**src/hw/pon_pkg.sv**
```systemverilog
package pon_pkg;

  localparam int ADDR_W = 18;
  localparam int IDX_W = 16;
  localparam int NUM_GRP = 4;
  localparam int GRP_W = 4;
  localparam int NUM_CH = 4;

  // register indices; byte address is four times the index
  localparam logic [IDX_W-1:0] IDX_TRIG_SELECT = 16'h00a1;
  localparam logic [IDX_W-1:0] IDX_UPPER_OUTPUT_ENABLE = 16'h00a2;
  localparam logic [IDX_W-1:0] IDX_LOWER_OUTPUT_ENABLE = 16'h00a3;
  localparam logic [IDX_W-1:0] IDX_UPPER_NEXT_DATA = 16'hffa4;
  localparam logic [IDX_W-1:0] IDX_LOWER_NEXT_DATA = 16'hffa5;
  localparam logic [IDX_W-1:0] IDX_UPPER_NEXT_DATA_ALT = 16'hffa6;
  localparam logic [IDX_W-1:0] IDX_LOWER_NEXT_DATA_ALT = 16'hffa7;

  // field positions in the trigger select register
  localparam int GRP3_SEL_LSB = 6;
  localparam int GRP2_SEL_LSB = 4;
  localparam int GRP1_SEL_LSB = 2;
  localparam int GRP0_SEL_LSB = 0;

  // values after reset, and fill values for unused staged-data read bits
  localparam logic [7:0] RST_TRIG_SELECT = 8'hff;
  localparam logic [7:0] RST_OUTPUT_ENABLE = 8'h00;
  localparam logic [15:0] RST_STAGED = 16'h0000;
  localparam logic [15:0] RST_PATTERN = 16'h0000;
  localparam logic [3:0] UNUSED_NIBBLE = 4'hf;
  localparam logic [7:0] UNUSED_BYTE = 8'hff;

  localparam logic [1:0] HTRANS_NONSEQ = 2'h2;
  localparam logic [1:0] HTRANS_SEQ = 2'h3;

  typedef struct packed {
    logic valid;
    logic write;
    logic [IDX_W-1:0] idx;
  } pon_dphase_t;

  typedef struct packed {
    logic [7:0] sel;
    logic [7:0] upper_en;
    logic [7:0] lower_en;
  } pon_ctrl_t;

endpackage

```
**src/hw/pon_top.sv**
```systemverilog
module pon_top
  import pon_pkg::*;
#(
  parameter int CH = NUM_CH
) (
  input wire logic clk,
  input wire logic rst,
  input wire logic hsel,
  input wire logic [ADDR_W-1:0] haddr,
  input wire logic [1:0] htrans,
  input wire logic hwrite,
  input wire logic [2:0] hsize,
  input wire logic [31:0] hwdata,
  input wire logic hready,
  output logic hreadyout,
  output logic hresp,
  output logic [31:0] hrdata,
  input wire logic [CH-1:0] cmp_match_a,
  output logic [7:0] port_a_pins,
  output logic [7:0] port_b_pins,
  output logic [7:0] port_a_enable,
  output logic [7:0] port_b_enable
);

  pon_ctrl_t ctrl;
  pon_ctrl_t next_ctrl;
  logic [15:0] staged;
  logic [15:0] next_staged;
  pon_dphase_t dphase;
  pon_dphase_t next_dphase;
  logic [31:0] next_hrdata;
  logic [15:0] pattern_outputs;

  // address phase
  wire logic addr_take = hsel && hready && (htrans == HTRANS_NONSEQ || htrans == HTRANS_SEQ);
  wire logic word_ok = (haddr[1:0] == 2'h0) && (hsize == 3'h2);
  wire logic [IDX_W-1:0] addr_idx = haddr[ADDR_W-1:2];

  assign next_dphase.valid = addr_take && word_ok;
  assign next_dphase.write = hwrite;
  assign next_dphase.idx = addr_idx;

  // data phase write decode
  wire logic wr = dphase.valid && dphase.write;
  wire logic [7:0] wbyte = hwdata[7:0];
  wire logic wr_sel = wr && (dphase.idx == IDX_TRIG_SELECT);
  wire logic wr_uen = wr && (dphase.idx == IDX_UPPER_OUTPUT_ENABLE);
  wire logic wr_len = wr && (dphase.idx == IDX_LOWER_OUTPUT_ENABLE);
  wire logic wr_und = wr && (dphase.idx == IDX_UPPER_NEXT_DATA);
  wire logic wr_lnd = wr && (dphase.idx == IDX_LOWER_NEXT_DATA);
  wire logic wr_una = wr && (dphase.idx == IDX_UPPER_NEXT_DATA_ALT);
  wire logic wr_lna = wr && (dphase.idx == IDX_LOWER_NEXT_DATA_ALT);

  // group trigger fields
  wire logic [1:0] grp3_sel = ctrl.sel[GRP3_SEL_LSB +: 2];
  wire logic [1:0] grp2_sel = ctrl.sel[GRP2_SEL_LSB +: 2];
  wire logic [1:0] grp1_sel = ctrl.sel[GRP1_SEL_LSB +: 2];
  wire logic [1:0] grp0_sel = ctrl.sel[GRP0_SEL_LSB +: 2];
  wire logic upper_shared = (grp3_sel == grp2_sel);
  wire logic lower_shared = (grp1_sel == grp0_sel);

  // control registers
  assign next_ctrl.sel = wr_sel ? wbyte : ctrl.sel;
  assign next_ctrl.upper_en = wr_uen ? wbyte : ctrl.upper_en;
  assign next_ctrl.lower_en = wr_len ? wbyte : ctrl.lower_en;

  // staged data, layout follows trigger sharing
  wire logic wr_s15_12 = wr_und;
  wire logic wr_s11_8 = upper_shared ? wr_und : wr_una;
  wire logic wr_s7_4 = wr_lnd;
  wire logic wr_s3_0 = lower_shared ? wr_lnd : wr_lna;
  wire logic [3:0] src_11_8 = upper_shared ? wbyte[7:4] : wbyte[3:0];
  wire logic [3:0] src_3_0 = lower_shared ? wbyte[7:4] : wbyte[3:0];

  assign next_staged[15:12] = wr_s15_12 ? wbyte[7:4] : staged[15:12];
  assign next_staged[11:8] = wr_s11_8 ? (upper_shared ? wbyte[3:0] : src_11_8)
                                      : staged[11:8];
  assign next_staged[7:4] = wr_s7_4 ? wbyte[7:4] : staged[7:4];
  assign next_staged[3:0] = wr_s3_0 ? (lower_shared ? wbyte[3:0] : src_3_0)
                                    : staged[3:0];

  // read views, built from next values so a read right after a write sees it
  wire logic nxt_upper_shared = next_ctrl.sel[GRP3_SEL_LSB +: 2]
                                == next_ctrl.sel[GRP2_SEL_LSB +: 2];
  wire logic nxt_lower_shared = next_ctrl.sel[GRP1_SEL_LSB +: 2]
                                == next_ctrl.sel[GRP0_SEL_LSB +: 2];
  wire logic [7:0] rd_und = nxt_upper_shared ? next_staged[15:8]
                                              : {next_staged[15:12], UNUSED_NIBBLE};
  wire logic [7:0] rd_una = nxt_upper_shared ? UNUSED_BYTE
                                              : {UNUSED_NIBBLE, next_staged[11:8]};
  wire logic [7:0] rd_lnd = nxt_lower_shared ? next_staged[7:0]
                                              : {next_staged[7:4], UNUSED_NIBBLE};
  wire logic [7:0] rd_lna = nxt_lower_shared ? UNUSED_BYTE
                                              : {UNUSED_NIBBLE, next_staged[3:0]};

  logic [7:0] rd_byte;
  always_comb begin
    unique case (addr_idx)
      IDX_TRIG_SELECT: rd_byte = next_ctrl.sel;
      IDX_UPPER_OUTPUT_ENABLE: rd_byte = next_ctrl.upper_en;
      IDX_LOWER_OUTPUT_ENABLE: rd_byte = next_ctrl.lower_en;
      IDX_UPPER_NEXT_DATA: rd_byte = rd_und;
      IDX_LOWER_NEXT_DATA: rd_byte = rd_lnd;
      IDX_UPPER_NEXT_DATA_ALT: rd_byte = rd_una;
      IDX_LOWER_NEXT_DATA_ALT: rd_byte = rd_lna;
      default: rd_byte = 8'h00;
    endcase
  end

  wire logic rd_take = addr_take && word_ok && !hwrite;
  assign next_hrdata = rd_take ? {24'h000000, rd_byte} : 32'h00000000;

  // bus and register flops
  always_ff @(posedge clk or posedge rst) begin
    if (rst) begin
      dphase <= '0;
      hrdata <= 32'h00000000;
      hreadyout <= 1'b0;
      hresp <= 1'b0;
    end else begin
      dphase <= next_dphase;
      hrdata <= next_hrdata;
      hreadyout <= 1'b1;
      hresp <= 1'b0;
    end
  end

  always_ff @(posedge clk or posedge rst) begin
    if (rst) begin
      ctrl.sel <= RST_TRIG_SELECT;
      ctrl.upper_en <= RST_OUTPUT_ENABLE;
      ctrl.lower_en <= RST_OUTPUT_ENABLE;
      staged <= RST_STAGED;
    end else begin
      ctrl <= next_ctrl;
      staged <= next_staged;
    end
  end

  // per-group transfer on compare match A
  wire logic [15:0] enables = {ctrl.upper_en, ctrl.lower_en};

  genvar g;
  generate
    for (g = 0; g < NUM_GRP; g++) begin : g_grp
      pon_group #(
        .W(GRP_W),
        .CH(CH)
      ) u_grp (
        .clk(clk),
        .rst(rst),
        .trig_sel(ctrl.sel[2*g +: 2]),
        .cmp_match_a(cmp_match_a),
        .enable(enables[GRP_W*g +: GRP_W]),
        .staged(staged[GRP_W*g +: GRP_W]),
        .pattern_out(pattern_outputs[GRP_W*g +: GRP_W])
      );
    end
  endgenerate

  // pins: enabled bits drive the port, disabled bits are released
  always_ff @(posedge clk or posedge rst) begin
    if (rst) begin
      port_a_enable <= RST_OUTPUT_ENABLE;
      port_b_enable <= RST_OUTPUT_ENABLE;
    end else begin
      port_a_enable <= next_ctrl.lower_en;
      port_b_enable <= next_ctrl.upper_en;
    end
  end

  // pattern flops live in the groups; the pin copies track them one clock later
  always_ff @(posedge clk or posedge rst) begin
    if (rst) begin
      port_a_pins <= RST_PATTERN[7:0];
      port_b_pins <= RST_PATTERN[15:8];
    end else begin
      port_a_pins <= pattern_outputs[7:0];
      port_b_pins <= pattern_outputs[15:8];
    end
  end

endmodule

```
**src/hw/pon_group.sv**
```systemverilog
module pon_group
  import pon_pkg::*;
#(
  parameter int W = GRP_W,
  parameter int CH = NUM_CH
) (
  input wire logic clk,
  input wire logic rst,
  input wire logic [1:0] trig_sel,
  input wire logic [CH-1:0] cmp_match_a,
  input wire logic [W-1:0] enable,
  input wire logic [W-1:0] staged,
  output logic [W-1:0] pattern_out
);

  wire logic fire = cmp_match_a[trig_sel];
  logic [W-1:0] next_pattern_out;

  genvar b;
  generate
    for (b = 0; b < W; b++) begin : g_bit
      // disabled bits keep their value whatever the trigger does
      assign next_pattern_out[b] = (fire && enable[b]) ? staged[b] : pattern_out[b];
    end
  endgenerate

  always_ff @(posedge clk or posedge rst) begin
    if (rst) begin
      pattern_out <= '0;
    end else begin
      pattern_out <= next_pattern_out;
    end
  end

endmodule

```
**config.mk**
```make
export PLATFORM = sky130hd
export DESIGN_NAME = pon_top
export DESIGN_NICKNAME = d
export VERILOG_FILES = /design/src/hw/pon_pkg.sv /design/src/hw/pon_top.sv /design/src/hw/pon_group.sv
export SDC_FILE = /design/constraint.sdc
export NUM_CORES = 1
export LEC_CHECK = 0
export BUFFER_PORTS_ARGS = -buffer_cell sky130_fd_sc_hd__buf_4
export CORE_UTILIZATION = 38
export CTS_BUF_LIST = sky130_fd_sc_hd__clkbuf_4 sky130_fd_sc_hd__clkbuf_8
export CTS_CLUSTER_DIAMETER = 200
export DETAILED_ROUTE_END_ITERATION = 8
export GPL_TIMING_DRIVEN = 0
export PLACE_DENSITY_LB_ADDON = 0.25
export SLEW_MARGIN = 20
export SYNTH_ARGS = -nofsm -noshare
export SYNTH_HDL_FRONTEND = slang
export SYNTH_SLANG_ARGS = --single-unit
```
**constraint.sdc**
```tcl
create_clock -name clk -period 6.94 [get_ports clk]
set_clock_uncertainty 0.1 [all_clocks]
set_input_delay 1.388 -clock clk [delete_from_list [all_inputs] [get_ports clk]]
set_output_delay 1.388 -clock clk [all_outputs]
set_load 0.005 [all_outputs]
```
==> results of run 1 <==
-- placed cells by master (no fill, tap or decap), drive strengths merged, types with 4 or more instances in the layout --
master	n
dfrtp	91
nor2	9
clkinv	4
dfstp	8
mux2i	4
nand4	5
or2	5
clkbuf	14
or4	5
conb	26
nand3	12
nand2b	12
or3	5
buf	124
nand2	23
inv	7
xor2	10
nor3	10
mux4	4
nor4	4
a31oi	4
o221ai	4
mux2	55
-- through the flow --
| stage | util, % | instances |
|---|---|---|
| 5_1_grt | 49.0 | 629 |
| 4_1_cts | 49.0 | 629 |
| 3_3_place_gp | 46.9 | 613 |
| 6_report | 49.0 | 629 |
| 3_5_place_dp | 47.2 | 614 |
| 2_1_floorplan | - | 393 |
-- synthesized netlist by cell type (all sizes together) (7+ instances only) --
| library cell | n |
|---|---|
| buf | 46 |
| dfstp | 8 |
| xor2 | 10 |
| nand3 | 12 |
| mux2 | 55 |
| inv | 7 |
| nor3 | 10 |
| nand2 | 23 |
| dfrtp | 91 |
| nand2b | 12 |
| nor2 | 9 |
-- per-layer routing --
metal | share of wire (%) | GRT usage, %
met5 | 0 | 0
met1 | 46 | 23.8
met2 | 45 | 24.6
met3 | 6.4 | 3.51
met4 | 2.2 | 8.98
-- worst paths after layout --
| check | to | slack, ns | depth (start not counted) |
|---|---|---|---|
| worst max register to register | hrdata[0] | 3.53 | 8 |
| max in group asynchronous | ctrl[21] | 5.16 | 3 |
| worst min register to register | port_b_pins[6] | 0.27 | 0 |
| worst min-delay path | port_b_pins[6] | 0.27 | 0 |
| min in group asynchronous | port_b_pins[1] | 0.90 | 2 |
| worst max-delay path | hrdata[7] | 3.06 | 8 |
-- worst reg2reg max path, stage by stage (launching register included) --
cell	delay, ns
dfrtp_1	0.38
or4_1	0.53
or3_1	0.34
buf_6	0.14
nor4_4	0.66
mux2i_1	0.47
xnor2_1	0.18
nor3b_2	0.18
o32ai_1	0.30
-- kinds of logic after synthesis --
group / count (synthesis) / synth area share (%)
DFF: 99 / 53.8
xor gates and xnor gates: 11 / 2.08
and+or+nand+nor: 105 / 13.7
muxes: 63 / 16.3
AOI/OAI and AO/OA: 31 / 5.49
buffers and inverters: 58 / 8.49
other: 2 / 0.162
-- final cells by class --
| type | instances | share of cell area (%) |
|---|---|---|
| clock inverter | 5 | 1.38 |
| inverter | 8 | 0.613 |
| tap | 143 | 3.13 |
| multi-input combinational | 236 | 32.1 |
| timing repair buffer | 78 | 10.6 |
| clock buffer | 10 | 2.30 |
| buffer | 50 | 6.35 |
| sequential | 99 | 43.5 |
-- sequential cells by signal, summed over array words and instances (netlist names) --
| name | count |
|---|---|
| dphase | 18 |
| g_grp.u_grp.pattern_out | 16 |
| staged | 16 |
| ctrl | 8 |
| hrdata | 8 |
| port_a_enable | 8 |
| port_a_pins | 8 |
| port_b_enable | 8 |
| port_b_pins | 8 |
| hreadyout | 1 |
-- power groups by stage --
stage	clock (uW)	combinational, uW	sequential, uW
after floorplan	0	44.0	600
after global placement	0	75.8	601
after detailed placement	0	79.3	602
after CTS	409	79.5	590
after global routing	427	88.2	592
final	395	78.7	590
==> run summary, run 1 <==
Yosys top cell area share = 49.2%
CTS root buffer = clkbuf_8
Startpoint Class = input port
cell family with most CP delay = simple AND/OR/NAND/NOR gates
Crit Path Class = in2reg
CP max stage delay = 0.49 ns
CP Capture Type = flop
Netlist cell types = 53
clock share of power = 37.1%
drt initial violations = 190
core area = 0.0117 mm^2
Synth Area per Inst = 12.5 um^2
Slowest-stage cell, CP = or4_1
IO buf count = 77
Post-Syn Area = 0.00463 mm^2
Slew HR = 31.4%
Die X-Extent = 112 um
Post-synth EDFFs = 0
vias in the first global route = 3057
DRT antenna net count = 0
vias post-DR = 3132
full die area = 0.0126 mm^2
Leak = 0.00279 uW
Post-Synthesis Cells = 369
Hold Violations, Final = 0
Clock Path Buffers = 2
max-slew violations = 0
detailed placement HPWL = 7460 um
# DRC = 8
WP data required = 7.10 ns
clock slew at reported path FFs = 0.08 ns
sequential area share after synthesis = 53.8%
Design Area, Final = 0.00572 mm^2
Rows = 39
setup violators final = 0
largest net degree at the start of global routing = 59
FMAX = 257 MHz
part of the power in registers = 55.5%
#FFs+latches synth = 99
Avg WL per Cell = 15.9 um
Hold Path Class = reg2reg
FILL cells = 1038
drt pass-1 iters = 6
post-DR vias/cell = 4.98
DP Worst Slack = 2.77 ns
share of the clock period used by the worst path = 56.0%
clock sinks = 99
synth-to-layout area growth = 23.6%
Power Dens Cells = 186 mW/mm^2
antenna violations before repair = 0
Worst Path Max Fanout = 9
share of cells above drive strength 1 = 45.9%
final net count = 546
failing checks = DRC
Worst Path Arrival = 4.04 ns
die height = 112 um
Post CTS Setup Buffer Count = 0
total power = 1060 uW
Synth area leader = dfrtp_1
grt ovf = 0
Net Sw Power = 237 uW
IO Pins = 130
Async S/R FF share, synth = 100%
CTS tree = yes
maximum VDD drop = 0.0867 mV
CTS Hold Bufs = 0
Register Area = 0.00249 mm^2
RSZ-0062 raised after global routing = false
global-route wire length before repair = 16100 um
wirelength, routed = 10000 um
worst slew pin tran = 1.02 ns
outcome = finished with violations
htree depth = 3
FF-to-FF Start = dphase[8]
max_cap viols = 0
Initial Utilization = 39.7%
CP Launch Point = haddr[15]
Switching Fraction = 22.3%
worst path bufs/invs = 1
cts repair resizes = 0
worst-path cell chain = buf_4, or4_1, or4_1, nor3_1, nand4b_1, nand3_1, nand2_1, a31oi_1
Final WS setup = 3.06 ns
top cells by area, synth = dfrtp_1 49%, mux2_2 13%, buf_4 6.7%, dfstp_2 4.5%, mux4_2 1.9%
setup TNS = 0 ns
Gate power share = 7.4%
Hold WS = 0.270 ns
top_reg_cell synth = dfrtp_1
worst skew pair latency = 0.37 ns
Int Power = 826 uW
min Tclk post-route = 3.88 ns
Syn. warnings = 0
area of the multi-input gates = 0.00184 mm^2
Top cell by count, worst path = or4_1
TritonCTS buffer count = 9
All-Layer GR Usage = 16.9%
GP Congestion = 0.823
Antenna diodes = 0
area post-placement = 0.00551 mm^2
Worst Min Path Start = g_grp[3].u_grp.pattern_out[2]
(Power assumes the default switching activity.)
==> run 2, diff against run 1 <==
- clock period: 6.94 -> 3.2 ns (I/O delays scaled with it)
==> run 2 against run 1 <==
The flow still finishes with violations (DRC). Critical path depth increased by 1. Routed wire length increased by 3.2%. Sequential share of layout area decreased by 0.51 points. Utilization increased by 0.58 points. Clock power increased by 92%. Critical endpoint is now hrdata[1].
==> run summary, run 2 (synthesized netlist as in run 1, its figures left out) <==
Power Dens Cells = 383 mW/mm^2 (was 186 mW/mm^2)
worst slew pin tran = 0.727 ns (was 1.02 ns)
GP Congestion = 0.826 (was 0.823)
core area = 0.0117 mm^2 (unchanged)
Crit Path Class = reg2reg (was in2reg)
commonest non-fill, non-tap cells in the layout = 127 x buf_4, 91 x dfrtp_1, 54 x mux2_2 (was 118 x buf_4, 91 x dfrtp_1, 54 x mux2_2)
Antenna diodes = 0 (unchanged)
wirelength, routed = 10300 um (was 10000 um)
detailed placement HPWL = 7660 um (was 7460 um)
full die area = 0.0126 mm^2 (unchanged)
vias post-DR = 3143 (was 3132)
WP data required = 3.36 ns (was 7.10 ns)
TritonCTS buffer count = 9 (unchanged)
Final Non-Filler Cells = 640 (was 629)
cell family with most CP delay = simple AND/OR/NAND/NOR gates (unchanged)
share of cells above drive strength 1 = 47.7% (was 45.9%)
CTS Hold Bufs = 0 (unchanged)
min Tclk post-route = 3.00 ns
die height = 112 um (unchanged)
vias in the first global route = 3057 (unchanged)
share of the clock period used by the worst path = 93.7%
Hold Violations, Final = 0 (unchanged)
CP Capture Type = flop (unchanged)
worst path bufs/invs = 2 (was 1)
worst-path cell chain = or4_1, or3_1, buf_6, nor4_4, buf_4, mux2i_2, xor2_1, nor3_1, o32ai_1 (was buf_4, or4_1, or4_1, nor3_1, nand4b_1, nand3_1, nand2_1, a31oi_1)
outcome = finished with violations (unchanged)
IO Pins = 130 (unchanged)
CTS tree = yes (unchanged)
setup TNS = 0 ns (unchanged)
drt initial violations = 172 (was 190)
Rows = 39 (unchanged)
Clock Path Buffers = 2 (unchanged)
CTS root buffer = clkbuf_8 (unchanged)
clock sinks = 99 (unchanged)
commonest non-fill, non-tap cell in the layout = buf_4 (unchanged)
grt ovf = 0 (unchanged)
Hold Path Class = in2async (was reg2reg)
failing checks = DRC (unchanged)
# DRC = 5 (was 8)
drt pass-1 iters = 8 (was 6)
worst skew pair latency = 0.38 ns (was 0.37 ns)
Reg with most FFs = dphase (unchanged)
Worst Path Max Fanout = 5 (was 9)
htree depth = 3 (unchanged)
maximum VDD drop = 0.217 mV (was 0.0867 mV)
Avg WL per Cell = 16.1 um (was 15.9 um)
number of flip-flops under the largest register name = 18 (unchanged)
Startpoint Class = flop (was input port)
largest registers = dphase: 18 flops, g_grp.u_grp.pattern_out: 16 flops, staged: 16 flops (unchanged)
antenna violations before repair = 0 (unchanged)
DRT antenna net count = 0 (unchanged)
clock slew at reported path FFs = 0.10 ns (was 0.08 ns)
global-route wire length before repair = 16300 um (was 16100 um)
Die X-Extent = 112 um (unchanged)
Worst Path Arrival = 3.16 ns (was 4.04 ns)
Leak = 0.00283 uW (was 0.00279 uW)
worst reg-to-reg setup slack = 0.20 ns (was 3.53 ns)
Slew HR = 51.1% (was 31.4%)
placed insts = 615 (was 614)
Final Util = 49.6% (was 49.0%)
CP max stage delay = 0.54 ns (was 0.49 ns)
max_cap viols = 0 (unchanged)
RSZ-0062 raised after global routing = false (unchanged)
IO buf count = 77 (unchanged)
largest net degree at the start of global routing = 37 (was 59)
final net count = 556 (was 546)
post-DR vias/cell = 4.91 (was 4.98)
synth-to-layout area growth = 25.0% (was 23.6%)
All-Layer GR Usage = 17.1% (was 16.9%)
max-slew violations = 0 (unchanged)
Initial Utilization = 39.7% (unchanged)
Slowest-stage cell, CP = or4_1 (unchanged)
Hold WS = 0.269 ns (was 0.270 ns)
FMAX = 334 MHz
setup violators final = 0 (unchanged)
run 2: worst paths after layout:
| kind | cells after the start | startpoint | to |
|---|---|---|---|
| setup / recovery | 9 | dphase[8] | hrdata[1] |
| hold / removal | 2 | rst | port_a_pins[1] |
| hold reg to reg | 0 | g_grp[2].u_grp.pattern_out[2] | port_b_pins[2] |
| setup reg to reg | 9 | dphase[8] | hrdata[1] |
| min in group clk | 1 | hwrite | dphase[16] |
| max in group asynchronous | 3 | rst | ctrl[21] |
run 2: timing repair:
item	CTS	global route
gates resized for setup	0	3
setup endpoints to repair	5	3
setup buffers	6	3
pin swaps	2	2
run 2: cell type report:
cell class / count / area (um^2)
Buffer: 50 / 363
Sequential cell: 99 / 2490
Clock buffer: 10 / 138
Clock inverter: 6 / 48.8
Inverter: 8 / 33.8
Multi-Input combinational cell: 236 / 1850
Timing Repair Buffer: 88 / 686
Tap cell: 143 / 179
Fill cell: 1041 / 5880
run 2: layer usage:
metal	vias up	wire [um]	global-route usage (%)	part of all wire [%]
met3	16	654	3.67	6.3
li1	1498	-	-	-
met5	-	0	0	0
met4	0	226	6.58	2.2
met1	1517	4760	23.5	46
met2	112	4690	26.7	45
run 2: worst register-to-register path: stages (launching register included):
cell	delay [ns]
dfrtp_1	0.38
or4_1	0.54
or3_1	0.34
buf_6	0.14
nor4_4	0.19
buf_4	0.19
mux2i_2	0.28
xor2_1	0.30
nor3_1	0.09
o32ai_1	0.35
run 2: per-stage QoR:
stage / total power (uW) / area, um^2 / setup WS (ns)
final: 2210 / 5780 / 0.202
after global routing: 2310 / 5780 / 0.00641
after CTS: 2240 / 5750 / 0.116
after detailed placement: 1480 / 5520 / -0.219
after global placement: 1470 / 5480 / -0.182
after floorplan: 1400 / 4720 / 0.286
run 2: where the power goes:
part	internal, uW	leakage (uW)	switching, uW
logic	80.3	0.00146	94.4
registers	1270	0.00128	10.7
clock network	310	0.0000855	448
==> run 3, diff against run 2 <==
- CORE_MARGIN: not set -> 2
- REMOVE_ABC_BUFFERS: not set -> 1
==> run 3 against run 2 <==
Largest cell class unchanged. Sequential cell count unchanged. Critical endpoint unchanged. Global-route usage decreased by 0.82 points. Sequential share of layout area increased by 2.8 points. Utilization decreased by 4.2 points. Worst hold slack got worse by 0.14 ns. Clock-buffer cell count increased by 1. Non-clock buffer count decreased by 50. Cell area decreased by 6.1%. Power increased by 1.2%. Sequential power about the same. The flow now finishes without violations. Highest routed layer unchanged.
==> run summary, run 3 (synthesized netlist as in run 1, its figures left out) <==
Slowest-stage cell, CP = or4_1 (unchanged)
antenna violations before repair = 0 (unchanged)
share of the clock period used by the worst path = 94.9% (was 93.7%)
max_cap viols = 0 (unchanged)
clock slew at reported path FFs = 0.10 ns (about the same)
CTS Hold Bufs = 0 (unchanged)
# DRC = 0 (was 5)
Hold Violations, Final = 0 (unchanged)
FMAX = 329 MHz (was 334 MHz)
maximum VDD drop = 0.232 mV (was 0.217 mV)
Crit Path Class = reg2reg (unchanged)
max-slew violations = 0 (unchanged)
worst skew pair latency = 0.37 ns (was 0.38 ns)
Rows = 40 (was 39)
post-DR vias/cell = 5.05 (was 4.91)
setup TNS = 0 ns (unchanged)
Slew HR = 52.6% (was 51.1%)
Initial Utilization = 38.7% (was 39.7%)
clock sinks = 99 (unchanged)
Avg WL per Cell = 16.8 um (was 16.1 um)
drt initial violations = 154 (was 172)
outcome = finished clean (was finished with violations)
area of the multi-input gates = 0.00184 mm^2 (was 0.00185 mm^2)
global-route wire length before repair = 16000 um (was 16300 um)
Final Util = 45.4% (was 49.6%)
vias in the first global route = 3034 (was 3057)
CTS root buffer = clkbuf_8 (unchanged)
CP Launch Point = dphase[8] (unchanged)
commonest non-fill, non-tap cell in the layout = dfrtp_1 (was buf_4)
Hold Path Class = in2async (unchanged)
RSZ-0062 raised after global routing = false (unchanged)
wirelength, routed = 9960 um (was 10300 um)
FF-to-FF Start = dphase[8] (unchanged)
final net count = 506 (was 556)
Antenna diodes = 0 (unchanged)
Worst Path Max Fanout = 5 (unchanged)
detailed placement HPWL = 7210 um (was 7660 um)
min Tclk post-route = 3.04 ns (was 3.00 ns)
Die X-Extent = 114 um (was 112 um)
largest registers = dphase: 18 flops, g_grp.u_grp.pattern_out: 16 flops, staged: 16 flops (unchanged)
synth-to-layout area growth = 17.4% (was 25.0%)
CP max stage delay = 0.55 ns (was 0.54 ns)
vias post-DR = 2999 (was 3143)
Startpoint Class = flop (unchanged)
worst slew pin tran = 0.706 ns (was 0.727 ns)
worst reg-to-reg setup slack = 0.16 ns (was 0.20 ns)
CP Capture Type = flop (unchanged)
Leak = 0.00260 uW (was 0.00283 uW)
GP Congestion = 0.810 (was 0.826)
IO Pins = 130 (unchanged)
Clock Path Buffers = 2 (unchanged)
Worst Path Arrival = 3.19 ns (was 3.16 ns)
share of cells above drive strength 1 = 42.5% (was 47.7%)
FILL cells = 1117 (was 1041)
core area = 0.0120 mm^2 (was 0.0117 mm^2)
CTS tree = yes (unchanged)
commonest non-fill, non-tap cells in the layout = 91 x dfrtp_1, 87 x buf_4, 54 x mux2_2 (was 127 x buf_4, 91 x dfrtp_1, 54 x mux2_2)
R2R depth = 8 (was 9)
grt ovf = 0 (unchanged)
full die area = 0.0131 mm^2 (was 0.0126 mm^2)
TritonCTS buffer count = 9 (unchanged)
Power Dens Cells = 413 mW/mm^2 (was 383 mW/mm^2)
WP data required = 3.35 ns (was 3.36 ns)
drt pass-1 iters = 4 (was 8)
All-Layer GR Usage = 16.3% (was 17.1%)
IO buf count = 79 (was 77)
R2R Path End = hrdata[1] (unchanged)
DRT antenna net count = 0 (unchanged)
die height = 114 um (was 112 um)
Reg with most FFs = dphase (unchanged)
worst-path cell chain = or4_1, or3_1, nor4_4, buf_4, mux2i_2, xnor2_1, nor3b_2, o32ai_1 (was or4_1, or3_1, buf_6, nor4_4, buf_4, mux2i_2, xor2_1, nor3_1, o32ai_1)
Register Area = 0.00249 mm^2 (unchanged)
largest net degree at the start of global routing = 68 (was 37)
htree depth = 3 (unchanged)
number of flip-flops under the largest register name = 18 (unchanged)
setup violators final = 0 (unchanged)
CP Capture Point = hrdata[1] (unchanged)
## run 3: changes by cell type in the layout (fill, tap and decap cells not counted), moves of 2 or more
cell	delta
buf_12	-2
buf_6	-2
buf_4	-40
clkinvlp_4	-4
buf_2	-2
clkinv_2	+3
clkbuf_1	-3
## run 3: repair_timing
item                                    4_1_cts  5_1_grt
endpoints found under the setup margin        5        5
gates resized for setup                       0        2
setup buffers                                 6        2
pin swaps                                     2        1
## run 3: worst min path at each step
| stage | endpoint | depth (start not counted) | start | slack (ns) |
|---|---|---|---|---|
| after floorplan | port_a_pins[0] | 0 | g_grp[0].u_grp.pattern_out[0] | 0.25 |
| after global placement | port_a_pins[2] | 0 | g_grp[0].u_grp.pattern_out[2] | 0.26 |
| after detailed placement | port_b_pins[7] | 0 | g_grp[3].u_grp.pattern_out[3] | 0.26 |
| after CTS | hrdata[6] | 2 | rst | 0.13 |
| after global routing | hrdata[6] | 2 | rst | 0.13 |
| final | hrdata[6] | 2 | rst | 0.13 |
## run 3: routing by layer
layer  track usage (%)  vias up  routed length, um
met5                 0        -                  0
met4              7.32        0                243
met3              4.02       18                576
met2              25.3      107               4760
met1              21.7     1471               4380
li1                  -     1403                  -
## run 3: stage by stage
step                      worst slack [ns]  instances  power (uW)  instance area, um^2  hold slack, ns
after detailed placement            -0.252        570        1450                 5160           0.256
after global routing               0.00283        594        2340                 5430           0.126
final                                0.163        594        2240                 5430           0.129
after CTS                           0.0464        592        2260                 5410           0.132
after global placement               -1.21        569        1440                 5130           0.258
after floorplan                     -0.117        343        1370                 4350           0.249
## run 3: power breakdown
| part | internal [uW] | switching [uW] | leakage (uW) |
|---|---|---|---|
| combinational | 59.3 | 87.6 | 0.00121 |
| clock | 389 | 424 | 0.000106 |
| sequential | 1270 | 10.5 | 0.00128 |
| total | 1720 | 522 | 0.00260 |
## run 3: critical path: cells and delay by family, from the launching register on
family	cells	cell delay [ns]
simple gates	4	1.42
flops	1	0.38
mux	1	0.34
compound gates	1	0.32
buf+inv	1	0.19
xor+xnor	1	0.17
## run 3: final cells by class
cell class / count / area share [%]
Clock buffer: 11 / 2.67
Multi-Input combinational cell: 236 / 34.0
Timing Repair Buffer: 88 / 12.5
Inverter: 8 / 0.645
Tap cell: 147 / 3.39
Sequential cell: 99 / 45.8
Clock inverter: 5 / 0.991
